<file path="config.mk">
export PLATFORM = sky130hd
export DESIGN_NAME = crs_core_regs
export DESIGN_NICKNAME = d
export VERILOG_FILES = /design/src/pkg/crs_pkg.sv /design/src/rtl/crs_core_regs.sv
export VERILOG_INCLUDE_DIRS = /design/src /design/src/pkg
export SDC_FILE = /design/constraint.sdc
export NUM_CORES = 2
export LEC_CHECK = 0
export ABC_CLOCK_PERIOD_IN_PS = 53700
export BUFFER_PORTS_ARGS = -buffer_cell sky130_fd_sc_hd__buf_4
export CAP_MARGIN = 20
export CORE_UTILIZATION = 25
export DETAILED_ROUTE_END_ITERATION = 12
export GPL_TIMING_DRIVEN = 0
export SETUP_SLACK_MARGIN = 0.15
export SLEW_MARGIN = 20
export SYNTH_ARGS = -nofsm -noshare
export SYNTH_HDL_FRONTEND = slang
export SYNTH_SLANG_ARGS = --single-unit
export TNS_END_PERCENT = 20
</file>
<file path="constraint.sdc">
create_clock -name CLK_IN -period 53.7 [get_ports CLK_IN]
set_clock_uncertainty 0.2 [all_clocks]
set_input_delay 2.685 -clock CLK_IN [delete_from_list [all_inputs] [get_ports CLK_IN]]
set_output_delay 2.685 -clock CLK_IN [all_outputs]
set_load 0.01 [all_outputs]
</file>
<file path="src/pkg/crs_defs.svh">
// Purpose: Constants for the core register state block: map, fields, resets.
// Assumes: Register port addresses are word indices, 32-bit data.
// Notes: Types live in crs_pkg; this header holds only macros.
// Operation
// - R0-R11, status, config 16 bits; rest 32.
// - Program counter 24 bits, bit zero reads zero.
// - Reserved bits written zero, read undefined.
// - Short pairing follows older consecutive register grouping.
// - Native pairing stops at R11; R12-R15 are 32-bit.
// - Byte operation touches only low byte.
// - Word operation on pair touches lower word.
// - Reset loads PC preset; warm reset saves PC.
// - Exception stack pointer bit zero, top byte zero.
// - Exceptions push frame down, returns pop it.
// - User stack above 24-bit space raises bad address.
// - Status word field layout; bits 4, 8 zero.
// - Carry set on add carry or subtract borrow.
// - Trace traps every instruction, not inside handlers.
// - Low flag: unsigned second below first.
// - Stack uses supervisor or user pointer by mode.
// - Taking exception forces supervisor mode.
// - User mode entered only by user jump; the code also enters it when an exception return restores the user bit.
// - User stack pointer access in user mode traps.
// - Add and subtract report overflow in flag.
// - Compare sets zero flag on equal operands.
// - Negative flag: signed second below first.
// - Reset clears status except local enable set.
// - Interrupts need both enables; global auto-managed.
// - Trace copied to pending; trap if pending.
`ifndef CRS_DEFS_SVH
`define CRS_DEFS_SVH
`define CRS_ADDR_GPR_LAST 5'h0f
`define CRS_ADDR_PC       5'h10
`define CRS_ADDR_ESP      5'h11
`define CRS_ADDR_USP      5'h12
`define CRS_ADDR_ETB      5'h13
`define CRS_ADDR_PSW      5'h14
`define CRS_ADDR_CFG      5'h15
`define CRS_PSW_C 0
`define CRS_PSW_T 1
`define CRS_PSW_L 2
`define CRS_PSW_U 3
`define CRS_PSW_F 5
`define CRS_PSW_Z 6
`define CRS_PSW_N 7
`define CRS_PSW_E 9
`define CRS_PSW_P 10
`define CRS_PSW_I 11
`define CRS_PSW_MASK      16'h0eef
`define CRS_PSW_RESET     16'h0200
`define CRS_CFG_SR        9
`define CRS_CFG_MASK      16'h0200
`define CRS_ESP_MASK      32'h00ff_fffe
`define CRS_USP_LIMIT     32'h00ff_ffff
`define CRS_PC_EVEN_MASK  24'hff_fffe
`define CRS_FRAME_BYTES   32'h0000_0008
`define CRS_WORD_BYTES    32'h0000_0002
`define CRS_FIRST_WIDE    4'hc
`define CRS_LAST_NARROW   4'hb
`define CRS_LAST_SHORT    4'hd
`define CRS_SSP_HI        2'h3
`define CRS_SSP_LO        4'hf
`define CRS_DEPTH_MAX     4'hf
`endif

</file>
<file path="src/pkg/crs_pkg.sv">
// Purpose: Types shared by the core register state block.
// Assumes: Operation codes are issued by the core's sequencer, one per cycle.
// Notes: Operand A is the first operand, operand B the second.
`default_nettype none
package crs_pkg;
  typedef enum logic [3:0] {
    OP_NOP         = 4'h0,
    OP_INSTR_START = 4'h1,
    OP_INSTR_END   = 4'h2,
    OP_ADD         = 4'h3,
    OP_SUB         = 4'h4,
    OP_CMP         = 4'h5,
    OP_WR_BYTE     = 4'h6,
    OP_WR_WORD     = 4'h7,
    OP_WR_PAIR     = 4'h8,
    OP_RD_PAIR     = 4'h9,
    OP_PUSH        = 4'ha,
    OP_POP         = 4'hb,
    OP_EXC_TAKE    = 4'hc,
    OP_EXC_RET     = 4'hd,
    OP_ENTER_USER  = 4'he,
    OP_LOAD_USP    = 4'hf
  } crs_op_t;
endpackage
`default_nettype wire

</file>
<file path="src/rtl/crs_core_regs.sv">
// Purpose: Architectural register state, status word, stacks and traps of the core.
// Assumes: One operation per cycle on OP_CODE_IN; register port never waits.
// Notes: General registers, warm shadows and warm synchroniser carry no reset; other control state does.
//
// Implementation choices: the register addresses and the address-and-strobe port.
`timescale 1ns/1ns
`default_nettype none
`include "crs_defs.svh"
module crs_core_regs
  import crs_pkg::*;
#(
  parameter logic [23:0] PC_PRESET = 24'h00_0000
)
(
  input  wire logic        CLK_IN,              // Core clock, 125 MHz.
  input  wire logic        RST_B_IN,            // Asynchronous reset, active low.
  input  wire logic        WARM_RESET_IN,       // High across a reset that is warm.
  input  wire logic [4:0]  REG_ADDR_IN,         // Register word index.
  input  wire logic [31:0] REG_WDATA_IN,        // Register write data.
  input  wire logic        REG_WR_IN,           // Register write strobe.
  input  wire logic        REG_RD_IN,           // Register read strobe.
  output logic      [31:0] REG_RDATA_OUT,       // Read data, cycle after strobe.
  input  wire crs_op_t     OP_CODE_IN,          // Operation from the sequencer.
  input  wire logic [3:0]  OP_REG_IN,           // General register operand.
  input  wire logic [31:0] OP_A_IN,             // First operand.
  input  wire logic [31:0] OP_B_IN,             // Second operand.
  input  wire logic        OP_IRQ_IN,           // Exception is a maskable interrupt.
  input  wire logic [7:0]  OP_VECTOR_IN,        // Exception table entry.
  output logic      [31:0] PAIR_DATA_OUT,       // Pair read result.
  output logic             STACK_WR_OUT,        // Stack store pulse.
  output logic             STACK_RD_OUT,        // Stack load pulse.
  output logic      [31:0] STACK_ADDR_OUT,      // Stack access address.
  output logic      [31:0] STACK_WDATA_OUT,     // Stack store data.
  output logic      [15:0] STACK_PSW_OUT,       // Status word saved in a frame.
  output logic      [31:0] HANDLER_ADDR_OUT,    // Table entry address of handler.
  output logic      [23:0] PC_OUT,              // Program counter.
  output logic      [15:0] PSW_OUT,             // Status word.
  output logic             IRQ_ENABLE_OUT,      // Maskable interrupts accepted.
  output logic             STEP_TRAP_OUT,       // Trace trap pulse.
  output logic             ILLEGAL_OP_TRAP_OUT, // Privileged access trap pulse.
  output logic             BAD_ADDRESS_TRAP_OUT // Bad stack address trap pulse.
);

  if (PC_PRESET[0] != 1'b0)
  begin : g_preset_check
    $error("PC_PRESET must be even");
  end

  logic        rst_meta_reg;
  logic        rst_n;
  logic        warm_meta_reg;
  logic        warm_sync_reg;
  logic        boot_reg;
  logic [15:0] gpr_lo_reg [16];
  logic [15:0] gpr_hi_reg [4];
  logic [23:0] pc_reg;
  logic [23:0] pc_shadow_reg;
  logic [15:0] psw_shadow_reg;
  logic [31:0] esp_reg;
  logic [31:0] usp_reg;
  logic [31:0] etb_reg;
  logic [15:0] psw_reg;
  logic [15:0] cfg_reg;
  logic [3:0]  depth_reg;
  logic        user;
  logic        short_pairs;
  logic        in_handler;
  logic        bus_wr;
  logic        stack_op;
  logic        stack_bad;
  logic        usp_illegal;
  logic [31:0] sp_cur;
  logic [31:0] push_addr;
  logic [15:0] opa16;
  logic [15:0] opb16;
  logic        is_sub;
  logic [16:0] sum17;
  logic        ovf;

  // Full view of a general register; R12 to R15 carry an upper word.
  function automatic logic [31:0] reg_full(input logic [3:0] idx);
    logic [31:0] v;
    v = {16'h0000, gpr_lo_reg[idx]};
    if (idx >= `CRS_FIRST_WIDE)
    begin
      v[31:16] = gpr_hi_reg[idx[1:0]];
    end
    return v;
  endfunction

  // Pair view: {upper, lower} word of the pair that starts at idx.
  function automatic logic [31:0] pair_read(input logic [3:0] idx, input logic short_sel);
    logic [31:0] v;
    v = reg_full(idx);
    if (idx <= `CRS_LAST_NARROW || (short_sel && idx <= `CRS_LAST_SHORT))
    begin
      v = {gpr_lo_reg[idx + 4'h1], gpr_lo_reg[idx]};
    end
    return v;
  endfunction

  always_ff @(posedge CLK_IN or negedge RST_B_IN)
  begin
    if (!RST_B_IN)
    begin
      rst_meta_reg <= 1'b0;
      rst_n        <= 1'b0;
    end
    else
    begin
      rst_meta_reg <= 1'b1;
      rst_n        <= rst_meta_reg;
    end
  end

  // The warm level must survive the reset, so this synchroniser is not reset.
  always_ff @(posedge CLK_IN)
  begin
    warm_meta_reg <= WARM_RESET_IN;
    warm_sync_reg <= warm_meta_reg;
  end

  always_ff @(posedge CLK_IN or negedge rst_n)
  begin
    if (!rst_n)
    begin
      boot_reg <= 1'b1;
    end
    else
    begin
      boot_reg <= 1'b0;
    end
  end

  // Shadows freeze at reset and keep the last running values for a warm restart.
  always_ff @(posedge CLK_IN)
  begin
    if (rst_n && !boot_reg)
    begin
      pc_shadow_reg  <= pc_reg;
      psw_shadow_reg <= psw_reg;
    end
  end

  assign user        = psw_reg[`CRS_PSW_U];
  assign short_pairs = cfg_reg[`CRS_CFG_SR];
  assign in_handler  = (depth_reg != 4'h0);
  assign bus_wr      = REG_WR_IN && !(user && REG_ADDR_IN == `CRS_ADDR_USP);
  assign stack_op    = (OP_CODE_IN == OP_PUSH) || (OP_CODE_IN == OP_POP);
  assign sp_cur      = user ? usp_reg : {gpr_hi_reg[`CRS_SSP_HI], gpr_lo_reg[`CRS_SSP_LO]};
  assign push_addr   = sp_cur - `CRS_WORD_BYTES;
  assign stack_bad   = stack_op && user && (usp_reg > `CRS_USP_LIMIT);
  assign usp_illegal = user && ((OP_CODE_IN == OP_LOAD_USP) ||
                       ((REG_WR_IN || REG_RD_IN) && REG_ADDR_IN == `CRS_ADDR_USP));
  assign opa16       = OP_A_IN[15:0];
  assign opb16       = OP_B_IN[15:0];
  assign is_sub      = (OP_CODE_IN == OP_SUB);
  assign sum17       = is_sub ? ({1'b0, opb16} - {1'b0, opa16}) : ({1'b0, opb16} + {1'b0, opa16});
  assign ovf         = is_sub ? ((opb16[15] != opa16[15]) && (sum17[15] != opb16[15]))
                              : ((opb16[15] == opa16[15]) && (sum17[15] != opb16[15]));

  // General registers: bus writes first, so a same-cycle operation wins.
  always_ff @(posedge CLK_IN)
  begin
    if (rst_n)
    begin
      if (bus_wr && REG_ADDR_IN <= `CRS_ADDR_GPR_LAST)
      begin
        gpr_lo_reg[REG_ADDR_IN[3:0]] <= REG_WDATA_IN[15:0];
        if (REG_ADDR_IN[3:0] >= `CRS_FIRST_WIDE)
        begin
          gpr_hi_reg[REG_ADDR_IN[1:0]] <= REG_WDATA_IN[31:16];
        end
      end
      case (OP_CODE_IN)
        OP_ADD, OP_SUB: gpr_lo_reg[OP_REG_IN] <= sum17[15:0];
        OP_WR_WORD:     gpr_lo_reg[OP_REG_IN] <= opa16;
        OP_WR_BYTE:     gpr_lo_reg[OP_REG_IN][7:0] <= OP_A_IN[7:0];
        OP_WR_PAIR:
        begin
          gpr_lo_reg[OP_REG_IN] <= opa16;
          if (OP_REG_IN <= `CRS_LAST_NARROW || (short_pairs && OP_REG_IN <= `CRS_LAST_SHORT))
          begin
            gpr_lo_reg[OP_REG_IN + 4'h1] <= OP_A_IN[31:16];
          end
          else
          begin
            gpr_hi_reg[OP_REG_IN[1:0]] <= OP_A_IN[31:16];
          end
        end
        OP_PUSH:
        begin
          if (!user)
          begin
            {gpr_hi_reg[`CRS_SSP_HI], gpr_lo_reg[`CRS_SSP_LO]} <= push_addr;
          end
        end
        OP_POP:
        begin
          if (!user)
          begin
            {gpr_hi_reg[`CRS_SSP_HI], gpr_lo_reg[`CRS_SSP_LO]} <= sp_cur + `CRS_WORD_BYTES;
          end
        end
        default:
        begin
        end
      endcase
      if (boot_reg && warm_sync_reg)
      begin
        gpr_lo_reg[0] <= pc_shadow_reg[15:0];
        gpr_lo_reg[1] <= {8'h00, pc_shadow_reg[23:16]};
        gpr_lo_reg[2] <= psw_shadow_reg;
      end
    end
  end

  always_ff @(posedge CLK_IN or negedge rst_n)
  begin
    if (!rst_n)
    begin
      pc_reg <= PC_PRESET;
    end
    else if (OP_CODE_IN == OP_INSTR_START || OP_CODE_IN == OP_ENTER_USER)
    begin
      pc_reg <= OP_A_IN[23:0] & `CRS_PC_EVEN_MASK;
    end
    else if (REG_WR_IN && REG_ADDR_IN == `CRS_ADDR_PC)
    begin
      pc_reg <= REG_WDATA_IN[23:0] & `CRS_PC_EVEN_MASK;
    end
  end

  always_ff @(posedge CLK_IN or negedge rst_n)
  begin
    if (!rst_n)
    begin
      esp_reg <= 32'h0000_0000;
    end
    else if (OP_CODE_IN == OP_EXC_TAKE)
    begin
      esp_reg <= (esp_reg - `CRS_FRAME_BYTES) & `CRS_ESP_MASK;
    end
    else if (OP_CODE_IN == OP_EXC_RET)
    begin
      esp_reg <= (esp_reg + `CRS_FRAME_BYTES) & `CRS_ESP_MASK;
    end
    else if (REG_WR_IN && REG_ADDR_IN == `CRS_ADDR_ESP)
    begin
      esp_reg <= REG_WDATA_IN & `CRS_ESP_MASK;
    end
  end

  always_ff @(posedge CLK_IN or negedge rst_n)
  begin
    if (!rst_n)
    begin
      usp_reg <= 32'h0000_0000;
    end
    else if (user && stack_op && !stack_bad)
    begin
      usp_reg <= (OP_CODE_IN == OP_PUSH) ? push_addr : sp_cur + `CRS_WORD_BYTES;
    end
    else if (!user && OP_CODE_IN == OP_LOAD_USP)
    begin
      usp_reg <= OP_A_IN;
    end
    else if (bus_wr && REG_ADDR_IN == `CRS_ADDR_USP)
    begin
      usp_reg <= REG_WDATA_IN;
    end
  end

  always_ff @(posedge CLK_IN or negedge rst_n)
  begin
    if (!rst_n)
    begin
      etb_reg <= 32'h0000_0000;
      cfg_reg <= 16'h0000;
    end
    else if (REG_WR_IN && REG_ADDR_IN == `CRS_ADDR_ETB)
    begin
      etb_reg <= REG_WDATA_IN;
    end
    else if (REG_WR_IN && REG_ADDR_IN == `CRS_ADDR_CFG)
    begin
      cfg_reg <= REG_WDATA_IN[15:0] & `CRS_CFG_MASK;
    end
  end

  always_ff @(posedge CLK_IN or negedge rst_n)
  begin
    if (!rst_n)
    begin
      depth_reg <= 4'h0;
    end
    else if (OP_CODE_IN == OP_EXC_TAKE && depth_reg != `CRS_DEPTH_MAX)
    begin
      depth_reg <= depth_reg + 4'h1;
    end
    else if (OP_CODE_IN == OP_EXC_RET && in_handler)
    begin
      depth_reg <= depth_reg - 4'h1;
    end
  end

  // Status word: a software write cannot set the user bit; an operation overrides.
  always_ff @(posedge CLK_IN or negedge rst_n)
  begin
    if (!rst_n)
    begin
      psw_reg <= `CRS_PSW_RESET;
    end
    else
    begin
      if (REG_WR_IN && REG_ADDR_IN == `CRS_ADDR_PSW)
      begin
        psw_reg <= REG_WDATA_IN[15:0] & `CRS_PSW_MASK;
        psw_reg[`CRS_PSW_U] <= user;
      end
      case (OP_CODE_IN)
        OP_ADD, OP_SUB:
        begin
          psw_reg[`CRS_PSW_C] <= sum17[16];
          psw_reg[`CRS_PSW_F] <= ovf;
        end
        OP_CMP:
        begin
          psw_reg[`CRS_PSW_L] <= (opb16 < opa16);
          psw_reg[`CRS_PSW_N] <= ($signed(opb16) < $signed(opa16));
          psw_reg[`CRS_PSW_Z] <= (opb16 == opa16);
        end
        OP_INSTR_START: psw_reg[`CRS_PSW_P] <= psw_reg[`CRS_PSW_T] && !in_handler;
        OP_EXC_TAKE:
        begin
          psw_reg[`CRS_PSW_U] <= 1'b0;
          psw_reg[`CRS_PSW_P] <= 1'b0;
          if (OP_IRQ_IN)
          begin
            psw_reg[`CRS_PSW_I] <= 1'b0;
          end
        end
        OP_EXC_RET:
        begin
          psw_reg <= OP_B_IN[15:0] & `CRS_PSW_MASK;
          if (OP_IRQ_IN)
          begin
            psw_reg[`CRS_PSW_I] <= 1'b1;
          end
        end
        OP_ENTER_USER:  psw_reg[`CRS_PSW_U] <= 1'b1;
        default:
        begin
        end
      endcase
    end
  end

  always_ff @(posedge CLK_IN or negedge rst_n)
  begin
    if (!rst_n)
    begin
      STEP_TRAP_OUT        <= 1'b0;
      ILLEGAL_OP_TRAP_OUT  <= 1'b0;
      BAD_ADDRESS_TRAP_OUT <= 1'b0;
      IRQ_ENABLE_OUT       <= 1'b0;
    end
    else
    begin
      STEP_TRAP_OUT        <= (OP_CODE_IN == OP_INSTR_END) && psw_reg[`CRS_PSW_P];
      ILLEGAL_OP_TRAP_OUT  <= usp_illegal;
      BAD_ADDRESS_TRAP_OUT <= stack_bad;
      IRQ_ENABLE_OUT       <= psw_reg[`CRS_PSW_E] && psw_reg[`CRS_PSW_I];
    end
  end

  always_ff @(posedge CLK_IN or negedge rst_n)
  begin
    if (!rst_n)
    begin
      STACK_WR_OUT     <= 1'b0;
      STACK_RD_OUT     <= 1'b0;
      STACK_ADDR_OUT   <= 32'h0000_0000;
      STACK_WDATA_OUT  <= 32'h0000_0000;
      STACK_PSW_OUT    <= 16'h0000;
      HANDLER_ADDR_OUT <= 32'h0000_0000;
    end
    else
    begin
      STACK_WR_OUT <= ((OP_CODE_IN == OP_PUSH) && !stack_bad) || (OP_CODE_IN == OP_EXC_TAKE);
      STACK_RD_OUT <= ((OP_CODE_IN == OP_POP) && !stack_bad) || (OP_CODE_IN == OP_EXC_RET);
      case (OP_CODE_IN)
        OP_PUSH:
        begin
          STACK_ADDR_OUT  <= push_addr;
          STACK_WDATA_OUT <= {16'h0000, opa16};
        end
        OP_POP:      STACK_ADDR_OUT <= sp_cur;
        OP_EXC_TAKE:
        begin
          STACK_ADDR_OUT   <= (esp_reg - `CRS_FRAME_BYTES) & `CRS_ESP_MASK;
          STACK_WDATA_OUT  <= {8'h00, pc_reg};
          STACK_PSW_OUT    <= psw_reg;
          HANDLER_ADDR_OUT <= etb_reg + {22'h00_0000, OP_VECTOR_IN, 2'h0};
        end
        OP_EXC_RET:  STACK_ADDR_OUT <= esp_reg;
        default:
        begin
        end
      endcase
    end
  end

  always_ff @(posedge CLK_IN or negedge rst_n)
  begin
    if (!rst_n)
    begin
      PAIR_DATA_OUT <= 32'h0000_0000;
      REG_RDATA_OUT <= 32'h0000_0000;
      PC_OUT        <= PC_PRESET;
      PSW_OUT       <= `CRS_PSW_RESET;
    end
    else
    begin
      PC_OUT  <= pc_reg;
      PSW_OUT <= psw_reg;
      if (OP_CODE_IN == OP_RD_PAIR)
      begin
        PAIR_DATA_OUT <= pair_read(OP_REG_IN, short_pairs);
      end
      REG_RDATA_OUT <= 32'h0000_0000;
      if (REG_RD_IN)
      begin
        case (REG_ADDR_IN)
          `CRS_ADDR_PC:  REG_RDATA_OUT <= {8'h00, pc_reg};
          `CRS_ADDR_ESP: REG_RDATA_OUT <= esp_reg;
          `CRS_ADDR_USP: REG_RDATA_OUT <= user ? 32'h0000_0000 : usp_reg;
          `CRS_ADDR_ETB: REG_RDATA_OUT <= etb_reg;
          `CRS_ADDR_PSW: REG_RDATA_OUT <= {16'h0000, psw_reg};
          `CRS_ADDR_CFG: REG_RDATA_OUT <= {16'h0000, cfg_reg};
          default:
          begin
            if (REG_ADDR_IN <= `CRS_ADDR_GPR_LAST)
            begin
              REG_RDATA_OUT <= reg_full(REG_ADDR_IN[3:0]);
            end
          end
        endcase
      end
    end
  end
endmodule
`default_nettype wire
</file>
==> impl_metrics.yaml <==
outcome:
  outcome: "finished, violations left"
  violations: "design-rule violations"
yosys:
  ys.flop_type: "edfxtp_1"
  synthMuxAreaShare: 0.200
  synthTopCellsByArea: "edfxtp_1 (20%), dfrtp_1 (16%), mux4_2 (11%), mux2i_1 (7.0%), o21ai_0 (4.9%)"
  yosys.area_share.adder: 0.0140
  synth_top_family_by_area: "compound AO/OA/AOI/OAI gates"
  ys_async_sr_fraction: 0.481
  synth_compound_area_frac: 0.218
  synth-seq-cells: 684
  synth.distinct_cells: 104
  synth-xor-area-share: 0.0219
  synth_edf_count: 353
  ys_warn_count: 0
  synth_top_area_cell: "edfxtp_1"
  synthCells: 5514
  synth-seq-area-share: 0.363
  synth-simple-area-share: 0.134
  yosys.area.top_type_share: 0.204
  netlist_area_um2: 52000
  syn_area_per_cell_um2: 9.44
worst_setup_path:
  crit_buf_inv: 9
  crit_path_end_kind: "flip-flop"
  worst_setup_path_start_kind: "input pin"
  r2r-end: "gpr_lo_reg[15]"
  worst-setup-path-type: "in -> reg"
  crit_cells: 15
  critPathMaxFanout: 10
  endpoint: "PAIR_DATA_OUT[29]"
  cp.arrival_ns: 10.20
  crit_chain: "buf_4 > buf_2 > buf_2 > buf_2 > buf_1 > inv_1 > ha_1 > buf_2 > buf_2 > clkbuf_2 > mux4_2 > a222oi_1 > nand3_1 > o21ai_0 > o21ai_0"
  timing.rr.start: "psw_reg[3]"
  ff2ff_path_depth: 17
  slowest_stage: "buf_2"
  worstPathRequired_ns: 54.15
  path_delay_family: "buffers and inverters"
  critPathMaxStageDelay_ns: 0.71
  rrSetupSlack_ns: 46.29
  crit_start: "OP_REG_IN[1]"
  cp_common_cell: "buf_2"
die:
  ios: 345
  die_y_um: 458
  start_util: 0.251
  die_w_um: 458
  rows: 167
  die-area_um2: 210000
  coreArea_um2: 207000
global_route:
  grt_pass1_vias: 53500
  grt_overflow_total: 0
  grt_pass1_wl_um: 547000
  antenna_found_initial: 71
  track_usage: 0.394
  grt_max_degree: 54
route:
  dr.pass1.iters: 12
  postRouteAntennaNets: 0
  num_vias: 58400
  routed_wl_um: 427000
  vias_per_cell: 6.57
  drc: 8
  post_drt_wl_per_cell_um: 48.0
  dr.first_iter.drc_count: 9499
clocking:
  cts_root_buffer: "clkbuf_16"
  cts_max_path_buffers: 3
  htreeDepth: 3
  cts_made_buffers: 95
  cts_setup_buffers: 0
  insertion_delay_ns: 0.81
  postCtsHoldBufs: 0
  cts.sinks: 684
  cts_tree: "done"
  post_cts_resized: 0
  path_clk_slew_ns: 0.06
timing:
  rsz0062_at_grt: "false"
  maxSlewViolCount: 0
  finalCriticalPeriod_ns: 9.76
  fin_hold_ws_ns: 0.126
  worstMarginPinSlew_ns: 1.36
  fmax_mhz: 102
  tns_ns: 0
  finalCritPeriodShare: 0.182
  relSlewSlack: 0.0945
  finalHoldViolCount: 0
  setup_violations: 0
  layout_setup_ws_ns: 43.94
pwr:
  power.leakage_nw: 23.7
  p_switching_w: 0.000881
  comb_power_share: 0.312
  pwr-share-seq: 0.353
  power_frac_clock: 0.335
  p_per_area_nw_per_um2: 34.7
  switching_share: 0.404
  vdd_drop_max_mv: 0.0270
  p_int_w: 0.00130
run:
  maxCapViolCount: 0
finish:
  largest_register_ffs: 256
  nFillCells: 21700
  final_nets: 6163
  drive_gt1_frac: 0.197
  syn_to_final_growth_pct: 21.1
  finalNonFillerCells: 8894
  final_common_cell: "nand2_1"
  final_cell_mix: "nand2_1 (639), o21ai_0 (501), a21oi_1 (452), nor2_1 (418), mux2i_1 (363)"
  finalInstanceArea_um2: 63000
placed_design:
  place_congestion: 1.07
  hpwlAfterDp_um: 328000
  place_ws_ns: 43.55
  portBuffers: 285
  dp.cells: 8672
  placed_area_um2: 59400
min_path:
  hp-class: "reg -> reg"
==> cell usage after synthesis (52+ instances only) <==
cell type  count
nand2_1      641
nor3_1        66
mux2i_1      363
dfrtp_1      326
o22ai_1       72
xnor2_1       73
inv_1         53
nor2_1       424
o221ai_1      98
o21ai_0      506
ha_1          52
a221oi_1      64
buf_1         60
and2_1        59
buf_2         58
o211ai_1      80
nand3_1       92
mux4_2       256
mux2_2        83
a22oi_1       68
xor2_1        53
clkbuf_1     427
a21oi_1      456
edfxtp_1     353
a31oi_1       52
==> worst min-delay path by stage <==
stage                              from             to  slack [ns]  cells after the start
after global routing      warm_meta_reg  warm_sync_reg        0.13                      0
after CTS                 warm_meta_reg  warm_sync_reg        0.13                      0
after detailed placement  warm_meta_reg  warm_sync_reg        0.11                      0
final                     warm_meta_reg  warm_sync_reg        0.13                      0
after global placement    warm_meta_reg  warm_sync_reg        0.12                      0
after floorplan           warm_meta_reg  warm_sync_reg        0.11                      0
==> area by class of cell <==
type	count	area [um2]	share of cell area
multi-input cells	4222	30900	0.490
inverters	54	203	0.00322
diodes	39	97.6	0.00155
clock buffers	125	2830	0.0450
plain buffers	575	2530	0.0401
well taps	2788	3490	0.0554
repair buffers	352	3490	0.0554
flip-flops and latches	684	18900	0.300
clock inverters	55	608	0.00965
==> kinds of logic after synthesis <==
| group | count (synthesis) |
|---|---|
| XOR/XNOR | 128 |
| other | 2 |
| buffers and inverters | 629 |
| flip-flops | 684 |
| adder cells (fa/ha/maj) | 56 |
| multiplexers | 707 |
| AO/OA/AOI/OAI | 1777 |
| AND/OR/NAND/NOR | 1531 |
==> metal layers <==
layer / GRT usage / part of all wire / vias to the layer above
met1: 0.482 / 0.37 / 29800
met5: 0 / 0.00049 / -
met2: 0.559 / 0.41 / 5180
met4: 0.309 / 0.093 / 30
met3: 0.141 / 0.12 / 1416
li1: - / - / 22100
==> worst register-to-register path, stage by stage, from the launching register on <==
cell	delay [ns]
dfrtp_1	0.78
buf_6	0.29
buf_8	0.21
buf_4	0.25
buf_4	0.30
buf_2	0.41
buf_2	0.48
buf_2	0.53
mux2i_1	0.36
ha_1	0.39
nor4bb_1	0.49
o22ai_1	0.32
nor4_1	0.51
mux2i_1	0.85
o211ai_1	0.24
a21oi_1	0.21
a22oi_1	0.11
a21boi_0	0.17
==> stage by stage <==
step / power [W] / util
final: 0.00218 / 0.304
after global routing: 0.00221 / 0.304
after CTS: 0.00214 / 0.304
after detailed placement: 0.00142 / 0.287
after global placement: 0.00142 / 0.279
after floorplan: 0.00106 / -
==> power groups by stage <==
stage	Clock, W	Sequential [W]	Combinational, W
after global routing	0.000746	0.000771	0.000694
after CTS	0.000729	0.000762	0.000653
after detailed placement	0	0.000772	0.000651
after floorplan	0	0.000736	0.000320
after global placement	0	0.000793	0.000625
final	0.000731	0.000770	0.000682
Note: power is estimated with default switching activity, not from simulation.
